[src/hdl/ext_rd_bus_params.svh]
// Register map, reset values and timing of the external read bus
`ifndef EXT_RD_BUS_PARAMS_SVH
`define EXT_RD_BUS_PARAMS_SVH
`define OFS_BUS_CTRL 6'h00
`define OFS_F_GPIO_EN 6'h04
`define OFS_F_DIR 6'h08
`define OFS_F_DATA 6'h0c
`define OFS_F_PULLUP 6'h10
`define OFS_SYS_PULLUP 6'h14
`define OFS_RD_CMD 6'h18
`define OFS_RD_DATA 6'h1c
`define BIT_DRIVE_KEEP 0
`define BIT_STROBE_PUD 0
`define BIT_RD_SPACE 17
`define BIT_RD_BUSY 16
`define RST_F_GPIO_EN 9'h000
`define RST_F_DIR 9'h000
`define RST_F_PULLUP 9'h1ff
`define SHARED_LO 7
`define CLK_PERIOD_NS 5
`define RD_LOW_NS 40
`endif

[src/hdl/ext_rd_bus_pkg.sv]
// Types shared by the external read bus block
package ext_rd_bus_pkg;
  typedef enum logic [3:0] {
    RD_IDLE = 4'h1,
    RD_SETUP = 4'h2,
    RD_STROBE = 4'h4,
    RD_HOLD = 4'h8
  } rd_state_t;
  typedef struct packed {
    logic [16:0] addr;
    logic prog_space_n;
    logic data_space_n;
    logic rd_n;
    logic oe;
  } ext_ctrl_t;
endpackage

[src/hdl/ext_mem_read_data_bus.sv]
// External memory read strobe, shared upper data lines and register slave
`timescale 1ns/1ps
`include "ext_rd_bus_params.svh"
// What this block does
// - After reset the shared upper lines serve the data bus, not port F.
// - Clearing a port F pull-up bit disables that pin's pull-up, bit equals pin.
// - Strobe stays low through the read; all sixteen data lines are inputs then.
// - Read data is captured as the strobe returns high.
// - A low strobe qualifies address and space selects; they hold steady.
// - Strobe output floats when idle unless the drive-keep bit is set.
// - Setting the strobe pull-up control bit turns its pull-up off.
// - The top data line is port F pin 8 when used as GPIO.
module ext_mem_read_data_bus
  import ext_rd_bus_pkg::*;
#(
  parameter int RD_CYC = (`RD_LOW_NS + `CLK_PERIOD_NS - 1) / `CLK_PERIOD_NS
)
(
  input wire logic core_clk,
  input wire logic srst,
  input wire logic [5:0] address,
  input wire logic read,
  input wire logic write,
  input wire logic [31:0] writedata,
  input wire logic [3:0] byteenable,
  output logic [31:0] readdata,
  output logic waitrequest,
  input wire logic [15:0] ext_data_lines_in,
  output logic [15:0] ext_data_lines_out,
  output logic [15:0] ext_data_lines_oe,
  output ext_ctrl_t ext_ctrl,
  output logic [8:0] port_f_pullup_en,
  output logic strobe_pullup_en
);

  ////////////////////////////////////////////////////////////////////////////
  // Pin synchroniser
  logic [15:0] data_meta;
  logic [15:0] data_sync;

  always_ff @(posedge core_clk)
  begin
    data_meta <= ext_data_lines_in;
    data_sync <= data_meta;
  end

  ////////////////////////////////////////////////////////////////////////////
  // Register file and bus slave
  logic bus_drive_keep;
  logic [8:0] port_f_gpio_en;
  logic [8:0] port_f_dir;
  logic [8:0] port_f_data;
  logic sys_pullup_disable;
  logic [17:0] rd_cmd;
  logic [15:0] rd_data;
  logic next_bus_drive_keep;
  logic [8:0] next_port_f_gpio_en;
  logic [8:0] next_port_f_dir;
  logic [8:0] next_port_f_data;
  logic [8:0] next_port_f_pullup_en;
  logic next_sys_pullup_disable;
  logic [17:0] next_rd_cmd;
  logic [31:0] next_readdata;
  logic next_waitrequest;
  logic accept;
  logic do_write;
  logic start_rd;
  logic busy;
  logic [31:0] wmask;
  logic [31:0] wval;

  always_comb
  begin
    wmask = {{8{byteenable[3]}}, {8{byteenable[2]}}, {8{byteenable[1]}}, {8{byteenable[0]}}};
    wval = writedata & wmask;
    accept = (read || write) && waitrequest
      && !(write && address == `OFS_RD_CMD && busy);
    do_write = write && !waitrequest;
    start_rd = do_write && address == `OFS_RD_CMD;
    next_waitrequest = !accept;
    next_bus_drive_keep = bus_drive_keep;
    next_port_f_gpio_en = port_f_gpio_en;
    next_port_f_dir = port_f_dir;
    next_port_f_data = port_f_data;
    next_port_f_pullup_en = port_f_pullup_en;
    next_sys_pullup_disable = sys_pullup_disable;
    next_rd_cmd = rd_cmd;
    if (do_write)
    begin
      unique case (address)
        `OFS_BUS_CTRL:
          next_bus_drive_keep = byteenable[0] ? writedata[`BIT_DRIVE_KEEP] : bus_drive_keep;
        `OFS_F_GPIO_EN:
          next_port_f_gpio_en = (port_f_gpio_en & ~wmask[8:0]) | wval[8:0];
        `OFS_F_DIR:
          next_port_f_dir = (port_f_dir & ~wmask[8:0]) | wval[8:0];
        `OFS_F_DATA:
          next_port_f_data = (port_f_data & ~wmask[8:0]) | wval[8:0];
        `OFS_F_PULLUP:
          next_port_f_pullup_en = (port_f_pullup_en & ~wmask[8:0]) | wval[8:0];
        `OFS_SYS_PULLUP:
          next_sys_pullup_disable = byteenable[0] ? writedata[`BIT_STROBE_PUD]
                                                  : sys_pullup_disable;
        `OFS_RD_CMD:
          next_rd_cmd = (rd_cmd & ~wmask[17:0]) | wval[17:0];
        default:
          next_rd_cmd = rd_cmd;
      endcase
    end
    next_readdata = 32'h0000_0000;
    if (accept && read)
    begin
      unique case (address)
        `OFS_BUS_CTRL:
          next_readdata[`BIT_DRIVE_KEEP] = bus_drive_keep;
        `OFS_F_GPIO_EN:
          next_readdata[8:0] = port_f_gpio_en;
        `OFS_F_DIR:
          next_readdata[8:0] = port_f_dir;
        `OFS_F_DATA:
          next_readdata[8:0] = data_sync[15:`SHARED_LO];
        `OFS_F_PULLUP:
          next_readdata[8:0] = port_f_pullup_en;
        `OFS_SYS_PULLUP:
          next_readdata[`BIT_STROBE_PUD] = sys_pullup_disable;
        `OFS_RD_CMD:
          next_readdata[17:0] = rd_cmd;
        `OFS_RD_DATA:
          next_readdata = {15'h0000, busy, rd_data};
        default:
          next_readdata = 32'h0000_0000;
      endcase
    end
  end

  always_ff @(posedge core_clk)
  begin
    if (srst)
    begin
      waitrequest <= 1'h1;
      readdata <= 32'h0000_0000;
      bus_drive_keep <= 1'h0;
      port_f_gpio_en <= `RST_F_GPIO_EN;
      port_f_dir <= `RST_F_DIR;
      port_f_data <= 9'h000;
      port_f_pullup_en <= `RST_F_PULLUP;
      sys_pullup_disable <= 1'h0;
      rd_cmd <= 18'h00000;
    end
    else
    begin
      waitrequest <= next_waitrequest;
      readdata <= next_readdata;
      bus_drive_keep <= next_bus_drive_keep;
      port_f_gpio_en <= next_port_f_gpio_en;
      port_f_dir <= next_port_f_dir;
      port_f_data <= next_port_f_data;
      port_f_pullup_en <= next_port_f_pullup_en;
      sys_pullup_disable <= next_sys_pullup_disable;
      rd_cmd <= next_rd_cmd;
    end
  end

  ////////////////////////////////////////////////////////////////////////////
  // Read cycle sequencer and pins
  rd_state_t state;
  rd_state_t next_state;
  logic [7:0] cnt;
  logic [7:0] next_cnt;
  logic [15:0] next_rd_data;
  ext_ctrl_t next_ext_ctrl;
  logic [15:0] next_data_oe;
  logic [15:0] next_data_out;
  logic next_strobe_pullup_en;

  assign busy = state != RD_IDLE;

  always_comb
  begin
    next_state = state;
    next_cnt = cnt;
    next_rd_data = rd_data;
    next_ext_ctrl = ext_ctrl;
    unique case (state)
      RD_IDLE:
        if (start_rd)
        begin
          next_state = RD_SETUP;
          next_ext_ctrl.addr = next_rd_cmd[16:0];
          next_ext_ctrl.prog_space_n = next_rd_cmd[`BIT_RD_SPACE];
          next_ext_ctrl.data_space_n = !next_rd_cmd[`BIT_RD_SPACE];
        end
      RD_SETUP:
      begin
        next_state = RD_STROBE;
        next_ext_ctrl.rd_n = 1'h0;
        next_cnt = 8'(RD_CYC - 1);
      end
      RD_STROBE:
        if (cnt == 8'h00)
        begin
          next_state = RD_HOLD;
          next_ext_ctrl.rd_n = 1'h1;
          next_rd_data = data_sync;
        end
        else
          next_cnt = cnt - 8'h01;
      RD_HOLD:
      begin
        next_state = RD_IDLE;
        next_ext_ctrl.prog_space_n = 1'h1;
        next_ext_ctrl.data_space_n = 1'h1;
      end
    endcase
    next_ext_ctrl.oe = bus_drive_keep || next_state != RD_IDLE;
    next_data_oe = 16'h0000;
    next_data_out = 16'h0000;
    if (next_state == RD_IDLE)
    begin
      next_data_oe[15:`SHARED_LO] = next_port_f_gpio_en & next_port_f_dir;
      next_data_out[15:`SHARED_LO] = next_port_f_data;
    end
    next_strobe_pullup_en = !next_sys_pullup_disable;
  end

  always_ff @(posedge core_clk)
  begin
    if (srst)
    begin
      state <= RD_IDLE;
      cnt <= 8'h00;
      rd_data <= 16'h0000;
      ext_ctrl <= '{addr: 17'h00000, prog_space_n: 1'h1, data_space_n: 1'h1,
                    rd_n: 1'h1, oe: 1'h0};
      ext_data_lines_oe <= 16'h0000;
      ext_data_lines_out <= 16'h0000;
      strobe_pullup_en <= 1'h1;
    end
    else
    begin
      state <= next_state;
      cnt <= next_cnt;
      rd_data <= next_rd_data;
      ext_ctrl <= next_ext_ctrl;
      ext_data_lines_oe <= next_data_oe;
      ext_data_lines_out <= next_data_out;
      strobe_pullup_en <= next_strobe_pullup_en;
    end
  end

  ////////////////////////////////////////////////////////////////////////////
  // Checks
  logic [7:0] low_cnt;

  always_ff @(posedge core_clk)
  begin
    if (srst || ext_ctrl.rd_n)
      low_cnt <= 8'h00;
    else
      low_cnt <= low_cnt + 8'h01;
  end
endmodule

[config.mk]
export PLATFORM = sky130hd
export DESIGN_NAME = ext_mem_read_data_bus
export DESIGN_NICKNAME = d
export VERILOG_FILES = /design/src/hdl/ext_rd_bus_pkg.sv /design/src/hdl/ext_mem_read_data_bus.sv
export VERILOG_INCLUDE_DIRS = /design/src /design/src/hdl
export SDC_FILE = /design/constraint.sdc
export NUM_CORES = 1
export LEC_CHECK = 0
export ABC_AREA = 1
export BUFFER_PORTS_ARGS = -buffer_cell sky130_fd_sc_hd__buf_2
export CORE_MARGIN = 4
export CORE_UTILIZATION = 57
export DETAILED_ROUTE_END_ITERATION = 10
export GPL_ROUTABILITY_DRIVEN = 0
export GPL_TIMING_DRIVEN = 0
export PLACE_DENSITY = 0.86
export REMOVE_ABC_BUFFERS = 1
export SLEW_MARGIN = 30
export SYNTH_ARGS = -nofsm -noshare
export SYNTH_HDL_FRONTEND = slang
export SYNTH_SLANG_ARGS = --single-unit
[constraint.sdc]
create_clock -name core_clk -period 3.6 [get_ports core_clk]
set_input_delay 0 -clock core_clk [delete_from_list [all_inputs] [get_ports core_clk]]
set_output_delay 0 -clock core_clk [all_outputs]
set_load 0.05 [all_outputs]
==> run_results.csv, run 1 <==
group,metric,value,unit
yosys,synth-edff-count,0,
critical_path,reg2reg_from,"cnt[0]",
critical_path,critPathLaunchType,"flip-flop",
yosys,ys.flop_type,"dfxtp_1",
drt,wl,16400,um
sta,rsz0062_at_grt,"false",
sta,hold_ws,12.2,ps
drt,wl_met1,6770,um
critical_path,path_max_fanout,21,
sta,drv_slew,0,
drt,dr.pass1.iters,8,
power_and_ir_drop,ir_worst_vdd,356,uV
yosys,synth_area_leader_cell,"dfxtp_1",
cts,clk_path_buf_depth,2,
cts,cts-root-buf,"clkbuf_16",
sta,finalSetupTns,0,ps
power_and_ir_drop,power.density,491,mW/mm^2
critical_path,startpoint,"cnt[0]",
cts,post_cts_resized,0,
finish,nNetsFinal,1032,
finish,area_growth,20.8,%
yosys,synth_top_area_share,53.4,%
critical_path,critPathKind,"reg2reg",
cts,path_clk_slew,70,ps
drt,routedWlPerCell,14.6,um
drt,viasPerCell,5.19,
sta,period_share,68.4,%
yosys,synth.distinct_cells,36,
floorplanning,die_y,115,um
floorplanning,core_region_area,0.0111,sq mm
yosys,synth_commonest_cells,"nand2_1 (181), dfxtp_1 (175), nor2_1 (100)",
yosys,syn_area,0.00657,sq mm
drt,drc,0,
critical_path,cp_cell_sequence,"inv_1 > ha_1 > nand2_1 > nor2_4 > nand3_1 > inv_1 > o21ai_0 > a21oi_1",
critical_path,critical-path-max-stage-delay,670,ps
placed_design,pre_cts_ws,1290,ps
yosys,synth-warning-count,0,
yosys,yosys_register_bits,175,
hold_path,hp-start,"writedata[7]",
critical_path,arrival,2800,ps
placed_design,place_area,0.00708,sq mm
sta,fin_ws,1140,ps
drt,route.top_layer_used,"met4",
critical_path,cp.buffers_inverters,2,
floorplanning,dieArea,0.0133,sq mm
grt,grt_pass1_vias,5476,
finish,num_antenna_cells,0,
yosys,syn_area_per_cell,7.86,sq um
hold_path,hp-class,"in2reg",
sta,finalSetupViolations,0,
sta,tightest_slew,964,ps
placed_design,hpwl,10600,um
finish,fill_cells,826,
finish,layout-drive-gt1-share,18.3,%
critical_path,cp_top_family,"buffers and inverters",
placed_design,port_buffers,114,
yosys,async_reset_ff_share,0,%
critical_path,required,3930,ps
drt,dr_wl_met2,7960,um
floorplanning,rows,38,
cts,cts.sinks,175,
drt,ant_nets,0,
grt,grt_overflow,0,
critical_path,end_kind,"flip-flop",
job,cap_viol_max_count,0,
cts,ctsHoldBuffers,29,
drt,first_iter_violations,426,
grt,antenna_found_initial,0,
grt,grt_pass1_wl,26000,um
drt,routed-via-count,5816,
floorplanning,dieWidth,115,um
yosys,syn_inst,835,
yosys,synth-seq-area-share,53.4,%
outcome,status,"completed",
cts,clk_latency,410,ps
drt,wl_met3,1300,um
finish,postLayoutCoreUtil,71.6,%
grt,grt_usage,24.7,%
cts,cts_inserted_buffers,17,
power_and_ir_drop,leakagePower,0.00371,uW
grt,grt_max_degree,47,
sta,skew,10.4,ps
critical_path,crit_path_frequent_cell,"inv_1",
yosys,synth.most_common_cell,"nand2_1",
sta,hold_viol_final,0,
sta,timing.fmax,406,MHz
floorplanning,io_pins,158,
cts,htree_levels,4,
yosys,synth.area.top_cells,"dfxtp_1 (53%), nand2_1 (10%), nor2_1 (5.7%)",
cts,post_cts_buffers,0,
finish,postLayoutCellArea,0.00793,sq mm
sta,fin_crit,2460,ps
sta,slew_headroom,35.7,%
cts,cts_tree,"yes",
critical_path,critPathSlowestCell,"inv_1",
floorplanning,start_util,59.3,%
==> routing by layer <==
metal  up-vias  track usage (%)
li1       2850                -
met1      2654             31.6
met2       273             41.3
met3        39             5.74
met4         0             8.37
met5         -                0
==> kinds of logic (layout without fill, tap and decap cells) <==
family / after synthesis / count (layout) / synth area share (%)
AOI/OAI and AO/OA: 150 / 150 / 12.1
xor gates and xnor gates: 1 / 1 / 0.133
adders and majority gates: 1 / 1 / 0.191
buffers and inverters: 149 / 268 / 10.7
DFF: 175 / 175 / 53.4
other: 1 / 28 / 0.0571
and+or+nand+nor: 358 / 358 / 23.5
==> final cells by class <==
class	count	area (sq um)	share of cell area (%)
inverter	93	350	4.42
clock inverter	11	106	1.34
tap	140	175	2.21
clock buffer	20	457	5.76
timing repair buffer	144	881	11.1
multi-input combinational	538	2460	31.0
sequential	175	3500	44.2
==> flip-flops by register name, summed over array words and instances, names as in the netlist, named ones only <==
signal,cells
state,4
data_meta,16
rd_data,16
ext_ctrl,21
waitrequest,1
data_sync,16
sys_pullup_disable,1
port_f_data,9
port_f_gpio_en,9
strobe_pullup_en,1
ext_data_lines_out,9
cnt,8
readdata,18
rd_cmd,18
ext_data_lines_oe,9
port_f_dir,9
bus_drive_keep,1
==> report_power, final <==
group / internal, uW / switching, uW
logic: 52.0 / 141
registers: 1960 / 7.28
clock network: 992 / 748
==> path summary, 6_finish.rpt <==
kind	endpoint	slack [ps]	cells after the start
worst max-delay path	rd_data[8]	1140	8
worst min-delay path	flip-flop	10	3
worst max register to register	rd_data[8]	1140	8
worst min register to register	data_sync[0]	320	0
==> layout by cell type (no fill, tap or decap), types with 4 or more instances in the layout <==
cell type and count:
nand2_2 6, and3_1 4, nand3_1 32, a21oi_1 57, o21ai_0 54, nor2_1 100, o21ai_1 20, inv_2 7
nand2_1 181, clkbuf_16 17, o211ai_1 10, and2_1 9, buf_2 114, dlygate4sd3_1 29, conb_1 28, nor2_2 13
dfxtp_1 175, inv_1 84
==> worst reg2reg max path, delay by kind of cell, from the launching register on <==
| kind | cells | cell delay, ps |
|---|---|---|
| compound gates | 2 | 370 |
| flops | 1 | 330 |
| buf+inv | 2 | 770 |
| simple gates | 3 | 720 |
| fa+ha+maj | 1 | 210 |
==> stage by stage <==
step	total power, uW	instances
final	3900	1121
after global routing	4010	1121
after detailed placement	2170	1061
after CTS	3900	1121
after floorplan	2110	806
after global placement	2170	1060
Power figures use the tool's default switching activity.
==> run 2, diff against run 1 <==
--- a/config.mk
+++ b/config.mk
@@ -6,14 +6,14 @@
 export SDC_FILE = /design/constraint.sdc
 export NUM_CORES = 1
 export LEC_CHECK = 0
-export ABC_AREA = 1
+export ABC_AREA = 0
 export BUFFER_PORTS_ARGS = -buffer_cell sky130_fd_sc_hd__buf_2
 export CORE_MARGIN = 4
-export CORE_UTILIZATION = 57
+export CORE_UTILIZATION = 53
 export DETAILED_ROUTE_END_ITERATION = 10
 export GPL_ROUTABILITY_DRIVEN = 0
 export GPL_TIMING_DRIVEN = 0
-export PLACE_DENSITY = 0.86
+export PLACE_DENSITY = 0.81
 export REMOVE_ABC_BUFFERS = 1
 export SLEW_MARGIN = 30
 export SYNTH_ARGS = -nofsm -noshare
==> constraint.sdc (replaced) <==
create_clock -name core_clk -period 2.47 [get_ports core_clk]
set_input_delay 0 -clock core_clk [delete_from_list [all_inputs] [get_ports core_clk]]
set_output_delay 0 -clock core_clk [all_outputs]
set_load 0.05 [all_outputs]
==> run 2 against run 1 <==
  * Sequential cell count is the same
  * Final area increased by 2.3%
  * Count of clock-buffer cells in the layout grew 3
  * Synthesized cell count down 26%
  * Die area is 5.0% higher
  * Synthesized area decreased by 2.1%
  * Clock skew shrank 4.0 ps
  * Critical path depth is 1 lower
  * Critical endpoint is now ext_ctrl[11]
==> run_results.csv, run 2 <==
group,metric,value,unit
cts,cts_tree,"yes",
power_and_ir_drop,p_comb_share,5.7,%
yosys,yosys_register_bits,175,
floorplanning,die_y,118,um
yosys,synth.area.top_cells,"dfxtp_1 (54%), mux2i_1 (11%), nor2_1 (6.0%)",
yosys,synth-warning-count,0,
finish,regMostFlops,"ext_ctrl",
critical_path,critPathSlowestCell,"and3_1",
cts,cts_inserted_buffers,17,
sta,skew,6.42,ps
drt,routed-via-count,5248,
critical_path,path_max_fanout,9,
yosys,synth.most_common_cell,"dfxtp_1",
critical_path,critical-path-max-stage-delay,660,ps
yosys,synth_top_area_share,54.5,%
floorplanning,io_pins,158,
floorplanning,rows,39,
floorplanning,core_region_area,0.0117,sq mm
hold_path,hp-class,"in2reg",
drt,dr.pass1.iters,5,
finish,reg_top3,"ext_ctrl (21), rd_cmd (18), readdata (18)",
sta,timing.fmax,429,MHz
finish,most-common-layout-cells,"dfxtp_1 (175), buf_2 (115), nor2_1 (103)",
power_and_ir_drop,power.density,754,mW/mm^2
cts,clk_latency,420,ps
sta,tightest_slew,1030,ps
sta,hold_ws,65.4,ps
power_and_ir_drop,ir_worst_vdd,514,uV
sta,slew_headroom,31.4,%
critical_path,required,2790,ps
cts,cts.sinks,175,
outcome,status,"completed",
yosys,synth-seq-area-share,54.5,%
critical_path,ff2ff_path_depth,8,
critical_path,critPathKind,"in2reg",
sta,period_share,94.5,%
yosys,synth.distinct_cells,50,
cts,htree_levels,4,
grt,antenna_found_initial,1,
hold_path,hold_depth,4,
critical_path,end_kind,"flip-flop",
grt,grt_max_degree,63,
drt,drc,0,
finish,area_growth,26.2,%
yosys,syn_inst,622,
sta,drv_slew,0,
floorplanning,start_util,55.1,%
cts,path_clk_slew,60,ps
power_and_ir_drop,seqPwrFrac,46.9,%
yosys,synth_commonest_cells,"dfxtp_1 (175), nor2_1 (103), mux2i_1 (69)",
yosys,async_reset_ff_share,0,%
power_and_ir_drop,power.switching,1320,uW
job,cap_viol_max_count,0,
cts,clk_path_buf_depth,2,
sta,fin_crit,2330,ps
critical_path,arrival,2650,ps
drt,wl,17000,um
yosys,syn_area_per_cell,10.3,sq um
power_and_ir_drop,swShare,21.6,%
placed_design,hpwl,10800,um
drt,first_iter_violations,440,
power_and_ir_drop,leakagePower,0.00361,uW
yosys,syn_area,0.00643,sq mm
placed_design,port_buffers,114,
grt,grt_usage,24.3,%
cts,cts-root-buf,"clkbuf_16",
yosys,ys.flop_type,"dfxtp_1",
sta,rsz0062_at_grt,"false",
grt,grt_pass1_vias,5340,
yosys,synth_area_leader_cell,"dfxtp_1",
finish,nNetsFinal,827,
floorplanning,dieArea,0.0140,sq mm
critical_path,critPathLaunchType,"input pin",
drt,viasPerCell,5.70,
finish,largest_reg_flops,21,
power_and_ir_drop,power.internal,4790,uW
grt,grt_overflow,0,
drt,routedWlPerCell,18.5,um
power_and_ir_drop,clkPwrFrac,47.4,%
critical_path,crit_path_frequent_cell,"buf_2",
critical_path,cp_cell_sequence,"dlygate4sd3_1 > buf_2 > nor4b_2 > buf_2 > and3_1 > mux2i_1 > a211oi_1",
sta,hold_viol_final,0,
yosys,synth-edff-count,0,
finish,layout-drive-gt1-share,23.9,%
sta,finalSetupTns,0,ps
floorplanning,dieWidth,118,um
finish,layout_commonest_cell,"dfxtp_1",
sta,finalSetupViolations,0,
drt,ant_nets,0,
grt,grt_pass1_wl,27200,um
-- run 2: cell types whose count changed after synthesis, sizes merged, moves of 9 or more --
| cell | change |
|---|---|
| nand2 | -163 |
| inv | -87 |
| mux2i | +69 |
| o21ai | -69 |
| a21oi | -53 |
| a22oi | +23 |
| a211oi | +19 |
| mux2 | +16 |
| nand3 | -15 |
| nor2 | -12 |
| nor4 | +12 |
| nor3 | +11 |
| clkbuf | +9 |
-- run 2: layout make-up --
type | instances | area (sq um)
clock inverters | 9 | 154
clock buffers | 23 | 498
inverters | 4 | 15.0
diodes | 1 | 2.50
well taps | 143 | 179
flip-flops and latches | 175 | 3500
fillers | 791 | 3550
multi-input cells | 402 | 2670
repair buffers | 164 | 1090
-- run 2: routing by layer --
layer	track usage [%]	wire length (um)
met1	29.9	6680
met2	40.4	8180
met3	6.02	1510
met4	11.1	636
met5	0	0
-- run 2: worst max-delay path: cells and delay by family --
family                 cells  cell delay, ps
AND/OR/NAND/NOR            2            1110
buffers and inverters      3             980
AO/OA/AOI/OAI              1             320
multiplexers               1             240
-- run 2: per-stage QoR --
| step | area [sq um] | total power, uW | cells | worst slack [ps] | util (%) |
|---|---|---|---|---|---|
| detailed placement | 7010 | 3210 | 845 | -260 | 60.1 |
| CTS | 8080 | 6120 | 919 | 7.89 | 69.3 |
| finish | 8110 | 6120 | 921 | 136 | 69.6 |
| global route | 8110 | 6260 | 921 | 6.06 | 69.6 |
| floorplan | 6150 | 3090 | 581 | 137 | - |
| global placement | 6900 | 3200 | 838 | -557 | 59.1 |
-- run 2: logic make-up (layout without fill, tap and decap cells) --
logic type | count (synthesis) | in the layout | share of synthesized area (%)
simple gates | 212 | 212 | 16.1
flops | 175 | 175 | 54.5
mux | 87 | 87 | 14.2
compound gates | 73 | 73 | 8.62
buf+inv | 72 | 200 | 6.21
fa+ha+maj | 1 | 1 | 0.195
other cells | 1 | 29 | 0.0583
xor+xnor | 1 | 1 | 0.136
-- run 2: power by group through the flow --
stage / clock, uW / combinational (uW) / sequential [uW]
finish: 2900 / 349 / 2870
global placement: 0 / 272 / 2930
floorplan: 0 / 154 / 2930
global route: 3030 / 368 / 2870
CTS: 2920 / 338 / 2870
detailed placement: 0 / 284 / 2930
-- run 2: what timing repair did --
item / 4_1_cts / 5_1_grt
resized for setup: 0 / 4
setup buffers: 0 / 1
hold buffers: 42 / 0
endpoints found under the setup margin: 0 / 24
endpoints found under the hold margin: 91 / 0
-- run 2: final timing paths --
kind | start | end | slack [ps]
setup / recovery | address[5] | ext_ctrl[11] | 140
hold / removal | address[1] | port_f_data[8] | 70
setup reg to reg | cnt[0] | rd_data[7] | 240
hold reg to reg | data_meta[12] | data_sync[12] | 320
